<file path="src/hdl/amc_pkg.sv">
package amc_pkg;
  // Register offsets
  localparam logic [7:0] SETUP_A_OFFSET = 8'h13;
  localparam logic [7:0] SETUP_B_OFFSET = 8'h14;
  localparam logic [7:0] MONITOR_OFFSET = 8'h15;
  localparam logic [7:0] CLOCK_SOURCE_OFFSET = 8'h16;
  // Reset values
  localparam logic [7:0] SETUP_A_RESET = 8'h02;
  localparam logic [7:0] SETUP_B_RESET = 8'h48;
  localparam logic [7:0] MONITOR_RESET = 8'hff;
  localparam logic [7:0] CLOCK_SOURCE_RESET = 8'h10;
  // Field positions, setup A
  localparam int ROLE_BIT = 7;
  localparam int AUTO_OFF_BIT = 6;
  localparam int LOOP_DIS_BIT = 5;
  localparam int GATE_BIT = 4;
  localparam int FAMILY_BIT = 3;
  localparam int FREQ_CODE_LSB = 0;
  // Field positions, setup B and monitor
  localparam int RATE_LSB = 4;
  localparam int RATIO_LSB = 0;
  // Clock source register field
  localparam int FREQ_METHOD_BIT = 6;
  // Code limits
  localparam logic [3:0] RATE_MAX_CODE = 4'h8;
  localparam logic [3:0] RATIO_MAX_CODE = 4'hc;
  localparam logic [3:0] INVALID_CODE = 4'hf;
  // Frames of agreement before a measurement counts as stable
  localparam logic [2:0] STABLE_FRAMES = 3'h3;
  // Ratio measurement counter width (up to 2048 bus clocks)
  localparam int RATIO_CNT_W = 12;
  // Core clock ticks per frame counter width
  localparam int RATE_CNT_W = 16;
  // Core clocks per frame accepted for each rate code, both families
  localparam logic [15:0] RATE0_LO = 16'd30000;
  localparam logic [15:0] RATE0_HI = 16'd34800;
  localparam logic [15:0] RATE1_LO = 16'd15000;
  localparam logic [15:0] RATE1_HI = 16'd17400;
  localparam logic [15:0] RATE2_LO = 16'd10000;
  localparam logic [15:0] RATE2_HI = 16'd11600;
  localparam logic [15:0] RATE3_LO = 16'd7500;
  localparam logic [15:0] RATE3_HI = 16'd8700;
  localparam logic [15:0] RATE4_LO = 16'd5000;
  localparam logic [15:0] RATE4_HI = 16'd5800;
  localparam logic [15:0] RATE5_LO = 16'd2500;
  localparam logic [15:0] RATE5_HI = 16'd2900;
  localparam logic [15:0] RATE6_LO = 16'd1250;
  localparam logic [15:0] RATE6_HI = 16'd1450;
  localparam logic [15:0] RATE7_LO = 16'd625;
  localparam logic [15:0] RATE7_HI = 16'd725;
  localparam logic [15:0] RATE8_LO = 16'd312;
  localparam logic [15:0] RATE8_HI = 16'd363;
  // Core clock frequency in MHz (core clocks per microsecond)
  localparam int CLOCK_MHZ = 250;
endpackage : amc_pkg

</file>
<file path="src/hdl/amc_master_clock_config.sv">
`timescale 1ns/1ps
`default_nettype none
module amc_master_clock_config
  import amc_pkg::*;
(
  input wire logic clock,
  input wire logic rst,
  input wire logic regWrite,
  input wire logic regRead,
  input wire logic [7:0] regAddr,
  input wire logic [7:0] regWrData,
  output logic [7:0] regRdData,
  input wire logic busClockIn,
  input wire logic frameSyncIn,
  input wire logic busClockGen,
  input wire logic frameSyncGen,
  output logic busClockOut,
  output logic busClockOe,
  output logic frameSyncOut,
  output logic frameSyncOe,
  output logic masterMode,
  output logic autoConfig,
  output logic loopEnable,
  output logic rateFamily44k,
  output logic useFreqCode,
  output logic [2:0] referenceFreqCode,
  output logic useProgrammed,
  output logic [3:0] programmedRate,
  output logic [3:0] programmedRatio
);

  ////////////////////////////////////////////////////////////////////////////
  // Registers
  logic [7:0] setupA_reg;
  logic [7:0] setupB_reg;
  logic [7:0] clockSource_reg;
  logic [7:0] monitor_reg;
  logic [7:0] monitor_next;

  wire selA = (regAddr == SETUP_A_OFFSET);
  wire selB = (regAddr == SETUP_B_OFFSET);
  wire selMon = (regAddr == MONITOR_OFFSET);
  wire selSrc = (regAddr == CLOCK_SOURCE_OFFSET);

  // Monitor is read only; writes to it are dropped
  wire wrA = regWrite & selA;
  wire wrB = regWrite & selB;
  wire wrSrc = regWrite & selSrc;

  always_ff @(posedge clock) begin
    if (rst) setupA_reg <= SETUP_A_RESET;
    else if (wrA) setupA_reg <= regWrData;
  end

  always_ff @(posedge clock) begin
    if (rst) setupB_reg <= SETUP_B_RESET;
    else if (wrB) setupB_reg <= regWrData;
  end

  always_ff @(posedge clock) begin
    if (rst) clockSource_reg <= CLOCK_SOURCE_RESET;
    else if (wrSrc) clockSource_reg <= regWrData;
  end

  wire [7:0] readMux = selA ? setupA_reg :
                       selB ? setupB_reg :
                       selMon ? monitor_reg :
                       selSrc ? clockSource_reg : 8'h00;

  always_ff @(posedge clock) begin
    if (rst) regRdData <= 8'h00;
    else if (regRead) regRdData <= readMux;
  end

  ////////////////////////////////////////////////////////////////////////////
  // Decoded configuration
  wire isMaster = setupA_reg[ROLE_BIT];
  wire isAuto = ~setupA_reg[AUTO_OFF_BIT];
  wire loopOn = isAuto ? ~setupA_reg[LOOP_DIS_BIT] : 1'b1;
  wire gateOn = isMaster & setupA_reg[GATE_BIT];
  wire family = isMaster & setupA_reg[FAMILY_BIT];
  wire methodCode = ~clockSource_reg[FREQ_METHOD_BIT];
  wire freqCodeUsed = isMaster & methodCode;
  wire progUsed = ~(~isMaster & isAuto);

  always_ff @(posedge clock) begin
    if (rst) begin
      masterMode <= 1'b0;
      autoConfig <= 1'b1;
      loopEnable <= 1'b1;
      rateFamily44k <= 1'b0;
      useFreqCode <= 1'b0;
      referenceFreqCode <= SETUP_A_RESET[2:0];
      useProgrammed <= 1'b0;
      programmedRate <= SETUP_B_RESET[7:4];
      programmedRatio <= SETUP_B_RESET[3:0];
    end else begin
      masterMode <= isMaster;
      autoConfig <= isAuto;
      loopEnable <= loopOn;
      rateFamily44k <= family;
      useFreqCode <= freqCodeUsed;
      referenceFreqCode <= setupA_reg[FREQ_CODE_LSB +: 3];
      useProgrammed <= progUsed;
      programmedRate <= setupB_reg[RATE_LSB +: 4];
      programmedRatio <= setupB_reg[RATIO_LSB +: 4];
    end
  end

  ////////////////////////////////////////////////////////////////////////////
  // Pin drive: master drives both, gated forces them low
  always_ff @(posedge clock) begin
    if (rst) begin
      busClockOut <= 1'b0;
      frameSyncOut <= 1'b0;
      busClockOe <= 1'b0;
      frameSyncOe <= 1'b0;
    end else begin
      busClockOe <= isMaster;
      frameSyncOe <= isMaster;
      busClockOut <= busClockGen & ~gateOn;
      frameSyncOut <= frameSyncGen & ~gateOn;
    end
  end

  ////////////////////////////////////////////////////////////////////////////
  // Pin synchronisers: change counts when stages two and three agree
  logic [2:0] bclkSync_reg;
  logic [2:0] fsSync_reg;
  logic bclkLevel_reg;
  logic fsLevel_reg;

  always_ff @(posedge clock) begin
    if (rst) begin
      bclkSync_reg <= 3'h0;
      fsSync_reg <= 3'h0;
      bclkLevel_reg <= 1'b0;
      fsLevel_reg <= 1'b0;
    end else begin
      bclkSync_reg <= {bclkSync_reg[1:0], busClockIn};
      fsSync_reg <= {fsSync_reg[1:0], frameSyncIn};
      if (bclkSync_reg[1] == bclkSync_reg[2]) bclkLevel_reg <= bclkSync_reg[2];
      if (fsSync_reg[1] == fsSync_reg[2]) fsLevel_reg <= fsSync_reg[2];
    end
  end

  // Measure our own generators when master, even while gated, and the synchronised pins when slave
  wire bclkSample = isMaster ? busClockGen : bclkLevel_reg;
  wire fsSample = isMaster ? frameSyncGen : fsLevel_reg;

  ////////////////////////////////////////////////////////////////////////////
  // Rate and ratio measurement
  logic bclkPrev_reg;
  logic fsPrev_reg;
  logic [RATIO_CNT_W-1:0] bclkCount_reg;
  logic [RATE_CNT_W-1:0] coreCount_reg;
  logic [3:0] ratioCand_reg;
  logic [3:0] rateCand_reg;
  logic [2:0] agree_reg;

  wire bclkRise = bclkSample & ~bclkPrev_reg;
  wire fsRise = fsSample & ~fsPrev_reg;

  function automatic logic [3:0] ratio_code(input logic [RATIO_CNT_W-1:0] n);
    case (n)
      12'd16: ratio_code = 4'h0;
      12'd24: ratio_code = 4'h1;
      12'd32: ratio_code = 4'h2;
      12'd48: ratio_code = 4'h3;
      12'd64: ratio_code = 4'h4;
      12'd96: ratio_code = 4'h5;
      12'd128: ratio_code = 4'h6;
      12'd192: ratio_code = 4'h7;
      12'd256: ratio_code = 4'h8;
      12'd384: ratio_code = 4'h9;
      12'd512: ratio_code = 4'ha;
      12'd1024: ratio_code = 4'hb;
      12'd2048: ratio_code = 4'hc;
      default: ratio_code = INVALID_CODE;
    endcase
  endfunction : ratio_code

  // Wide windows so one code covers both rate families
  function automatic logic in_window(input logic [RATE_CNT_W-1:0] n,
    input logic [RATE_CNT_W-1:0] lo, input logic [RATE_CNT_W-1:0] hi);
    in_window = (n >= lo) && (n <= hi);
  endfunction : in_window

  // Core clocks per frame; each window spans both families' rates, from about -4 % to +2 % beyond them
  function automatic logic [3:0] rate_code(input logic [RATE_CNT_W-1:0] n);
    if (in_window(n, RATE0_LO, RATE0_HI)) rate_code = 4'h0;
    else if (in_window(n, RATE1_LO, RATE1_HI)) rate_code = 4'h1;
    else if (in_window(n, RATE2_LO, RATE2_HI)) rate_code = 4'h2;
    else if (in_window(n, RATE3_LO, RATE3_HI)) rate_code = 4'h3;
    else if (in_window(n, RATE4_LO, RATE4_HI)) rate_code = 4'h4;
    else if (in_window(n, RATE5_LO, RATE5_HI)) rate_code = 4'h5;
    else if (in_window(n, RATE6_LO, RATE6_HI)) rate_code = 4'h6;
    else if (in_window(n, RATE7_LO, RATE7_HI)) rate_code = 4'h7;
    else if (in_window(n, RATE8_LO, RATE8_HI)) rate_code = 4'h8;
    else rate_code = INVALID_CODE;
  endfunction : rate_code

  wire [3:0] ratioNow = ratio_code(bclkCount_reg);
  wire [3:0] rateNow = rate_code(coreCount_reg);
  wire sameAsLast = (ratioNow == ratioCand_reg) && (rateNow == rateCand_reg);
  wire coreSat = &coreCount_reg;
  wire bclkFull = &bclkCount_reg;
  wire stable = (agree_reg == STABLE_FRAMES);

  // Edge history; idle pins are low, so reset low avoids a false edge
  always_ff @(posedge clock) begin
    if (rst) begin
      bclkPrev_reg <= 1'b0;
      fsPrev_reg <= 1'b0;
    end else begin
      bclkPrev_reg <= bclkSample;
      fsPrev_reg <= fsSample;
    end
  end

  // Bus clock rises in the current frame
  always_ff @(posedge clock) begin
    if (rst) begin
      bclkCount_reg <= '0;
    end else if (fsRise) begin
      bclkCount_reg <= '0;
    end else if (bclkRise && !bclkFull) begin
      bclkCount_reg <= bclkCount_reg + 12'h1;
    end
  end

  // Core clocks in the current frame; saturates when frame sync is lost
  always_ff @(posedge clock) begin
    if (rst) begin
      coreCount_reg <= '0;
    end else if (fsRise) begin
      coreCount_reg <= '0;
    end else if (!coreSat) begin
      coreCount_reg <= coreCount_reg + 16'h1;
    end
  end

  // Codes of the frame just closed
  always_ff @(posedge clock) begin
    if (rst) begin
      ratioCand_reg <= INVALID_CODE;
      rateCand_reg <= INVALID_CODE;
    end else if (fsRise) begin
      ratioCand_reg <= ratioNow;
      rateCand_reg <= rateNow;
    end
  end

  // Lock needs several agreeing frames; a lost frame sync drops it
  always_ff @(posedge clock) begin
    if (rst) begin
      agree_reg <= 3'h0;
    end else if (fsRise) begin
      if (!sameAsLast) agree_reg <= 3'h0;
      else if (!stable) agree_reg <= agree_reg + 3'h1;
    end else if (coreSat) begin
      agree_reg <= 3'h0;
    end
  end

  // Invalid until a stable measurement; reads never disturb it
  always_comb begin
    monitor_next = MONITOR_RESET;
    if (stable && ratioCand_reg != INVALID_CODE
        && rateCand_reg != INVALID_CODE) begin
      monitor_next[RATE_LSB +: 4] = rateCand_reg;
      monitor_next[RATIO_LSB +: 4] = ratioCand_reg;
    end
  end

  always_ff @(posedge clock) begin
    if (rst) monitor_reg <= MONITOR_RESET;
    else monitor_reg <= monitor_next;
  end

endmodule : amc_master_clock_config
`default_nettype wire

</file>
<file path="config.mk">
export PLATFORM = sky130hd
export DESIGN_NAME = amc_master_clock_config
export DESIGN_NICKNAME = d
export VERILOG_FILES = /design/src/hdl/amc_pkg.sv /design/src/hdl/amc_master_clock_config.sv
export SDC_FILE = /design/constraint.sdc
export NUM_CORES = 1
export LEC_CHECK = 0
export CORE_MARGIN = 1.5
export CORE_UTILIZATION = 45
export DETAILED_ROUTE_END_ITERATION = 7
export DONT_BUFFER_PORTS = 1
export SYNTH_ARGS = -nofsm -noshare
export SYNTH_HDL_FRONTEND = slang
export SYNTH_SLANG_ARGS = --single-unit
</file>
<file path="constraint.sdc">
create_clock -name clock -period 2.4 [get_ports clock]
set_input_delay 0.36 -clock clock [delete_from_list [all_inputs] [get_ports clock]]
set_output_delay 0.36 -clock clock [all_outputs]
set_load 0.05 [all_outputs]
</file>
==> qor.yml, run 1 <==
run_status:
  run_status: "finished with violations"
  violations: "negative setup slack"
critical_path:
  path_buf_inv: 1
  arrival_ns: 2.89
  crit_fanout: 9
  slowest_delay_ns: 0.35
  crit_family: "compound AO/OA/AOI/OAI gates"
  required_ns: 2.67
  path_class: "reg2reg"
  crit_slowest_cell: "dfxtp_2"
  critPathLaunch: "coreCount_reg[5]"
  end_kind: "flip-flop"
  rr_startpoint: "coreCount_reg[5]"
  path_common_cell: "nor4_4"
  start_kind: "flip-flop"
  cp_cell_sequence: "buf_6 > nor4_4 > nor2_1 > o311a_1 > a211oi_2 > nand4_1 > xnor2_1 > nor4_4 > a32oi_2 > o32ai_1"
  rrSetupSlack_ns: -0.23
synthesis:
  synthTopCellsByArea: "dfxtp_1 (39%), nor2_1 (5.1%), mux2i_1 (4.9%)"
  yosys.area_share.simple_pct: 28.20
  synth.area.mux_share_pct: 4.932
  synth_top_area_cell: "dfxtp_1"
  syn-instance-count: 658
  synthXorXnorAreaFrac_pct: 4.635
  ys.flop_type: "dfxtp_1"
  synth_top_family_by_area: "simple AND/OR/NAND/NOR gates"
  async_flop_share_pct: 0
  synth_cell_type_count: 71
  synth_edf_count: 0
  ys_seq_area_share_pct: 39.45
  syn_avg_cell_area_um2: 8.329
  ys_seq_elements: 108
  synthAdderAreaFrac_pct: 1.826
  synth_top_area_share_pct: 39.45
  syn_area_um2: 5480
  synth_compound_area_share_pct: 14.84
  syn-num-nets: 690
  yosys_warnings: 0
cts:
  path_clk_slew_ns: 0.08
  htreeDepth: 3
  clock_sinks: 108
  cts_tree: "built"
  cts_buffer_depth: 2
  insertion_delay_ns: 0.36
  numCtsBuffers: 9
  root_buffer: "clkbuf_16"
floorplanning:
  fp.dieW_um: 113.4
  core_area_um2: 11960
  rows: 40
  start_util_pct: 45.82
  die_h_um: 113.4
  die_area_um2: 12850
  io_pins: 53
timing:
  max_freq_ghz: 0.3808
  slew_violations: 0
  setup_viol: 3
  min_period_ns: 2.626
  setup_slack_ns: -0.2260
  finalSetupTns_ns: -0.5742
  rsz0062_at_grt: "yes"
  hold_viol_final: 0
  tightest_slew_ns: 0.5365
  fin_skew_ns: 0.01123
  finalCritPeriodShare_pct: 109.4
  slew_headroom_pct: 64.18
hold_path:
  worstHoldStart: "rst"
  hold_path.class: "in2reg"
cells_and_area:
  diodes: 0
  nets: 760
  areaGrowthSynthToFinish_pct: 22.58
  final_area_um2: 6718
  n_fill_cell: 1101
  largest_register_ffs: 16
  drive_gt1_share_pct: 24.01
drt:
  routed_wl_mm: 13.71
  detail-route-antenna-nets: 0
  dr.first_iter.drc_count: 399
  post_drt_wl_per_cell_um: 15.58
  drc: 0
  viasPerCell: 5.614
  drt_pass1_iterations: 5
  vias: 4940
pwr:
  total_power_uw: 3499
  p_leak_uw: 0.002649
  vdd_drop_max_mv: 0.2992
  power.density_nw_per_um2: 520.9
placement:
  gp_congestion: 0.9298
  placed_area_um2: 6262
  dp_hpwl_mm: 10.16
  io_buffers: 0
job:
  max_cap_violations: 0
global_routing:
  grt_max_degree: 60
  grt_usage_pct: 21.90
  grt_pass1_vias: 4608
  gr-total-overflow: 0
  antenna_found_initial: 0
  grt_pass1_wl_mm: 22.52
-- cell usage in the layout, fill, tap and decap left out, types with 4 or more instances in the layout --
cell / instances
buf_4: 112
a31oi_1: 4
mux2i_1: 27
o21ai_0: 23
a21oi_1: 27
dfxtp_1: 102
nor4_1: 10
inv_1: 14
nor4_4: 4
and2_1: 6
a22oi_1: 8
dfxtp_2: 5
and3_1: 7
nor2b_1: 20
xnor2_1: 13
nand3_1: 29
clkbuf_16: 9
or2_2: 14
o211ai_1: 7
a211oi_1: 8
nand4b_1: 4
ha_1: 7
nor2_1: 73
xor2_1: 16
nor3_2: 4
nand4_1: 11
nand2b_1: 9
nand2_1: 60
nor3_1: 14
or3_1: 5
-- per-layer routing --
layer / vias to the layer above / global-route usage, % / wire length, µm
met1: 2322 / 28.54 / 6337
met5: - / 0 / 0
met3: 20 / 5.410 / 799
li1: 2460 / - / -
met4: 0 / 7.167 / 255
met2: 138 / 35.68 / 6315
-- final cells by class --
type	instances	area [µm²]	area share, %
Tap cell	147	183.9	2.738
Timing Repair Buffer	115	892.1	13.28
Inverter	14	52.55	0.7823
Clock inverter	7	86.33	1.285
Multi-Input combinational cell	480	3105	46.23
Sequential cell	108	2172	32.33
Clock buffer	9	225.2	3.353
-- power by group --
group	switching [µW]	internal, µW	leakage [µW]
clock	772	753	0.000151
sequential	40.5	1810	0.000878
combinational	68.3	58.2	0.00162
-- stage by stage --
step / util (%) / setup WS (ns) / std cells / hold slack, ns
5_1_grt: 56.16 / -0.3435 / 880 / 0.03894
4_1_cts: 55.73 / -0.2061 / 880 / 0.04439
3_5_place_dp: 52.35 / -0.2667 / 863 / 0.3963
6_report: 56.16 / -0.2260 / 880 / 0.06224
2_1_floorplan: - / 0.04718 / 658 / 0.3717
3_3_place_gp: 52.35 / -0.2019 / 863 / 0.3926
-- cells by family (layout without fill, tap and decap cells) --
logic type      Yosys count  in the layout
flops                   108            108
simple gates            295            295
buf+inv                  70            145
xor+xnor                 29             29
compound gates          121            121
fa+ha+maj                 8              8
mux                      27             27
-- what timing repair did --
action / CTS / global route
setup endpoints to repair: 3 / 7
resized for setup: 17 / 12
buffers inserted: 1 / 0
hold buffers: 0 / 0
pin swaps: 2 / 8
-- path summary, 6_finish.rpt --
check / to / depth (start not counted)
max: agree_reg[2] / 10
min: setupA_reg[4] / 1
max reg2reg: agree_reg[2] / 10
min reg2reg: loopEnable / 1
-- synth_stat cells (all sizes together), types with 3 or more instances --
cell type / number
clkbuf: 29
nor4: 14
a31oi: 4
nand4b: 4
nand2: 60
o21ai: 25
or2: 14
inv: 14
a311oi: 3
and4b: 3
a21oi: 29
o211ai: 7
nor2b: 21
a22oi: 8
nand4: 11
nand2b: 9
buf: 27
nor4bb: 3
or3: 5
a211o: 3
nor2: 75
xor2: 16
ha: 8
o32ai: 3
and3: 7
and2: 8
a211oi: 10
o22ai: 5
nor3: 18
xnor2: 13
mux2i: 27
nand3: 30
dfxtp: 108
and4: 3
o21a: 3
Note: power is estimated with default switching activity, not from simulation.
==> run 2, diff against run 1 <==
ABC_AREA = 1   (was not set)
==> qor.yml, run 2 <==
critical_path:
  path_class: "reg2reg"
  start_kind: "flip-flop"
  end_kind: "flip-flop"
  required_ns: 2.65  # -0.02 ns
  cp_cell_sequence: "buf_4 > ha_1 > inv_1 > nor2_1 > nand2_1 > o21ai_0 > nand4_1 > nand2_2 > nor2_4 > nand3_1 > nand3_2 > nor2_4 > nand4_4 > a21oi_2 > nor2_1"
  arrival_ns: 2.56  # -0.33 ns
  crit_slowest_cell: "dfxtp_1"
  slowest_delay_ns: 0.42  # +0.07 ns
  crit_fanout: 6  # -3
synthesis:
  synth.most_common_cell: "nand2_1"
  yosys.area_share.simple_pct: 35.15  # +7.0 points
  synth.area.mux_share_pct: 0  # -4.9 points
  ys_seq_area_share_pct: 37.70  # -1.7 points
  synth_compound_area_share_pct: 13.59  # -1.2 points
  netlist_top_cells_count: "nand2_1 (181), nor2_1 (122), dfxtp_1 (108)"
  synth_edf_count: 0  # unchanged
  synth_top_area_share_pct: 37.70  # -1.7 points
  ys.flop_type: "dfxtp_1"
  synth_top_area_cell: "dfxtp_1"
  synth_cell_type_count: 44  # -38%
  syn-num-nets: 893  # +29%
  yosys_warnings: 0  # unchanged
  syn_avg_cell_area_um2: 6.660  # -20%
  synthTopCellsByArea: "dfxtp_1 (38%), nand2_1 (12%), nor2_1 (8.0%)"
  ys_seq_elements: 108  # unchanged
  async_flop_share_pct: 0  # unchanged
  synth_top_family_by_area: "simple AND/OR/NAND/NOR gates"
  syn-instance-count: 861  # +31%
  syn_area_um2: 5734  # +4.6%
  synthAdderAreaFrac_pct: 1.746  # -0.081 points
  synthXorXnorAreaFrac_pct: 1.200  # -3.4 points
drt:
  drt_pass1_iterations: 5  # unchanged
  vias: 5519  # +12%
  routed_wl_mm: 15.81  # +15%
  viasPerCell: 5.153  # -8.2%
  dr.first_iter.drc_count: 284  # -29%
  drc: 0  # unchanged
  detail-route-antenna-nets: 0  # unchanged
  post_drt_wl_per_cell_um: 14.76  # -5.2%
floorplanning:
  die_area_um2: 13430  # +4.5%
  rows: 41  # +2.5%
  start_util_pct: 45.81  # about the same
  io_pins: 53  # unchanged
  fp.dieW_um: 115.9  # +2.2%
  core_area_um2: 12520  # +4.6%
  die_h_um: 115.9  # +2.2%
cells_and_area:
  final_cell_mix: "nand2_1 (179), nor2_1 (114), inv_1 (101)"
  postLayoutCoreUtil_pct: 53.20  # -3.0 points
  nets: 926  # +22%
  areaGrowthSynthToFinish_pct: 16.12
  diodes: 0  # unchanged
  final_common_cell: "nand2_1"
  final_area_um2: 6659  # -0.88%
  n_fill_cell: 1279  # +16%
  drive_gt1_share_pct: 18.46  # -5.5 points
  largest_register_ffs: 16  # unchanged
pwr:
  intPower_uw: 2684  # +2.5%
  power.switching_uw: 835.4  # -5.2%
  p_leak_uw: 0.002929  # +11%
  total_power_uw: 3519  # +0.56%
  combPwrFrac_pct: 3.7  # about the same
  p_seq_share_pct: 51.8  # -1.0 points
  p_clk_share_pct: 44.4  # +0.8 points
  power.density_nw_per_um2: 528.5  # +1.4%
  swShare_pct: 23.74  # -1.4 points
  vdd_drop_max_mv: 0.2881  # -3.7%
cts:
  numCtsBuffers: 9  # unchanged
  cts_buffer_depth: 2  # unchanged
  root_buffer: "clkbuf_16"
  htreeDepth: 3  # unchanged
  cts_tree: "built"
  path_clk_slew_ns: 0.07  # about the same
  insertion_delay_ns: 0.36  # about the same
  clock_sinks: 108  # unchanged
global_routing:
  grt_pass1_wl_mm: 25.06  # +11%
  antenna_found_initial: 0  # unchanged
  grt_usage_pct: 23.97  # +2.1 points
  gr-total-overflow: 0  # unchanged
  grt_pass1_vias: 5080  # +10%
  grt_max_degree: 34  # -43%
placement:
  dp_hpwl_mm: 12.07  # +19%
  io_buffers: 0  # unchanged
  gp_congestion: 0.9875  # +6.2%
  placed_area_um2: 6156  # -1.7%
timing:
  finalCritPeriodShare_pct: 96.26  # -13 points
  setup_viol: 0  # -3
  max_freq_ghz: 0.4329  # +14%
  hold_viol_final: 0  # unchanged
  fin_skew_ns: 0.008759  # -0.002475 ns
  slew_headroom_pct: 63.36  # -0.83 points
  rsz0062_at_grt: "yes"
  slew_violations: 0  # unchanged
  tightest_slew_ns: 0.5489  # +0.01238 ns
  min_period_ns: 2.310  # -0.3158 ns
hold_path:
  hold_path.class: "in2reg"
run_status:
  run_status: "finished clean"
job:
  max_cap_violations: 0  # unchanged
-- run 2: worst max-delay path, delay by kind of cell (launching register included) --
family,cells,cell delay [ns]
compound gates,2,0.24
simple gates,10,1.13
fa+ha+maj,1,0.17
buf+inv,2,0.25
flops,1,0.42
-- run 2: repair_timing --
action                     CTS  global route
setup buffers                0             1
resized for setup            5            45
hold buffers                 0             0
pin swaps                    0             5
setup endpoints to repair    2             6
hold endpoints to repair     0             0
-- run 2: per-layer routing --
| layer | global-route usage, % | share of wire, % | vias up |
|---|---|---|---|
| li1 | - | - | 2837 |
| met4 | 8.130 | 1.9 | 0 |
| met5 | 0 | 0 | - |
| met2 | 39.10 | 46 | 137 |
| met3 | 3.975 | 4.4 | 20 |
| met1 | 32.25 | 47 | 2525 |
-- run 2: cell type report --
type,count,area (µm²),share of cell area [%]
well taps,172,215.2,3.232
flip-flops and latches,108,2176,32.68
inverters,131,491.7,7.384
multi-input cells,600,3123,46.90
clock inverters,7,97.59,1.466
clock buffers,9,225.2,3.382
repair buffers,44,330.3,4.961
-- run 2: power groups by stage --
stage	clock [µW]	sequential, µW	combinational, µW
6_report	1560	1820	131
5_1_grt	1680	1830	145
4_1_cts	1610	1820	120
3_5_place_dp	0	1870	119
3_3_place_gp	0	1860	117
2_1_floorplan	0	1860	88.0
-- run 2: final timing paths --
check	endpoint	startpoint	slack, ns	cells past startpoint
worst max register to register	agree_reg[2]	coreCount_reg[0]	0.09	15
worst min-delay path	regRdData[6]	rst	0.07	1
worst min register to register	fsSync_reg[1]	fsSync_reg[0]	0.40	2
worst max-delay path	agree_reg[2]	coreCount_reg[0]	0.09	15
-- run 2: logic make-up (layout without fill, tap and decap cells) --
family / count (synthesis) / in the layout
adder cells (fa/ha/maj): 8 / 8
buffers and inverters: 153 / 191
XOR/XNOR: 7 / 7
AND/OR/NAND/NOR: 442 / 442
flip-flops: 108 / 108
AO/OA/AOI/OAI: 143 / 143
-- run 2: stage by stage --
stage          worst slack (ns)    TNS, ns  cells  hold WS, ns
2_1_floorplan            0.3339          0    861       0.3848
3_3_place_gp            0.07717          0   1054       0.3892
3_5_place_dp          -0.004752  -0.004752   1054       0.3963
4_1_cts                0.007568          0   1070      0.05780
5_1_grt                -0.07689    -0.1578   1071      0.05119
6_report                0.08980          0   1071      0.07158
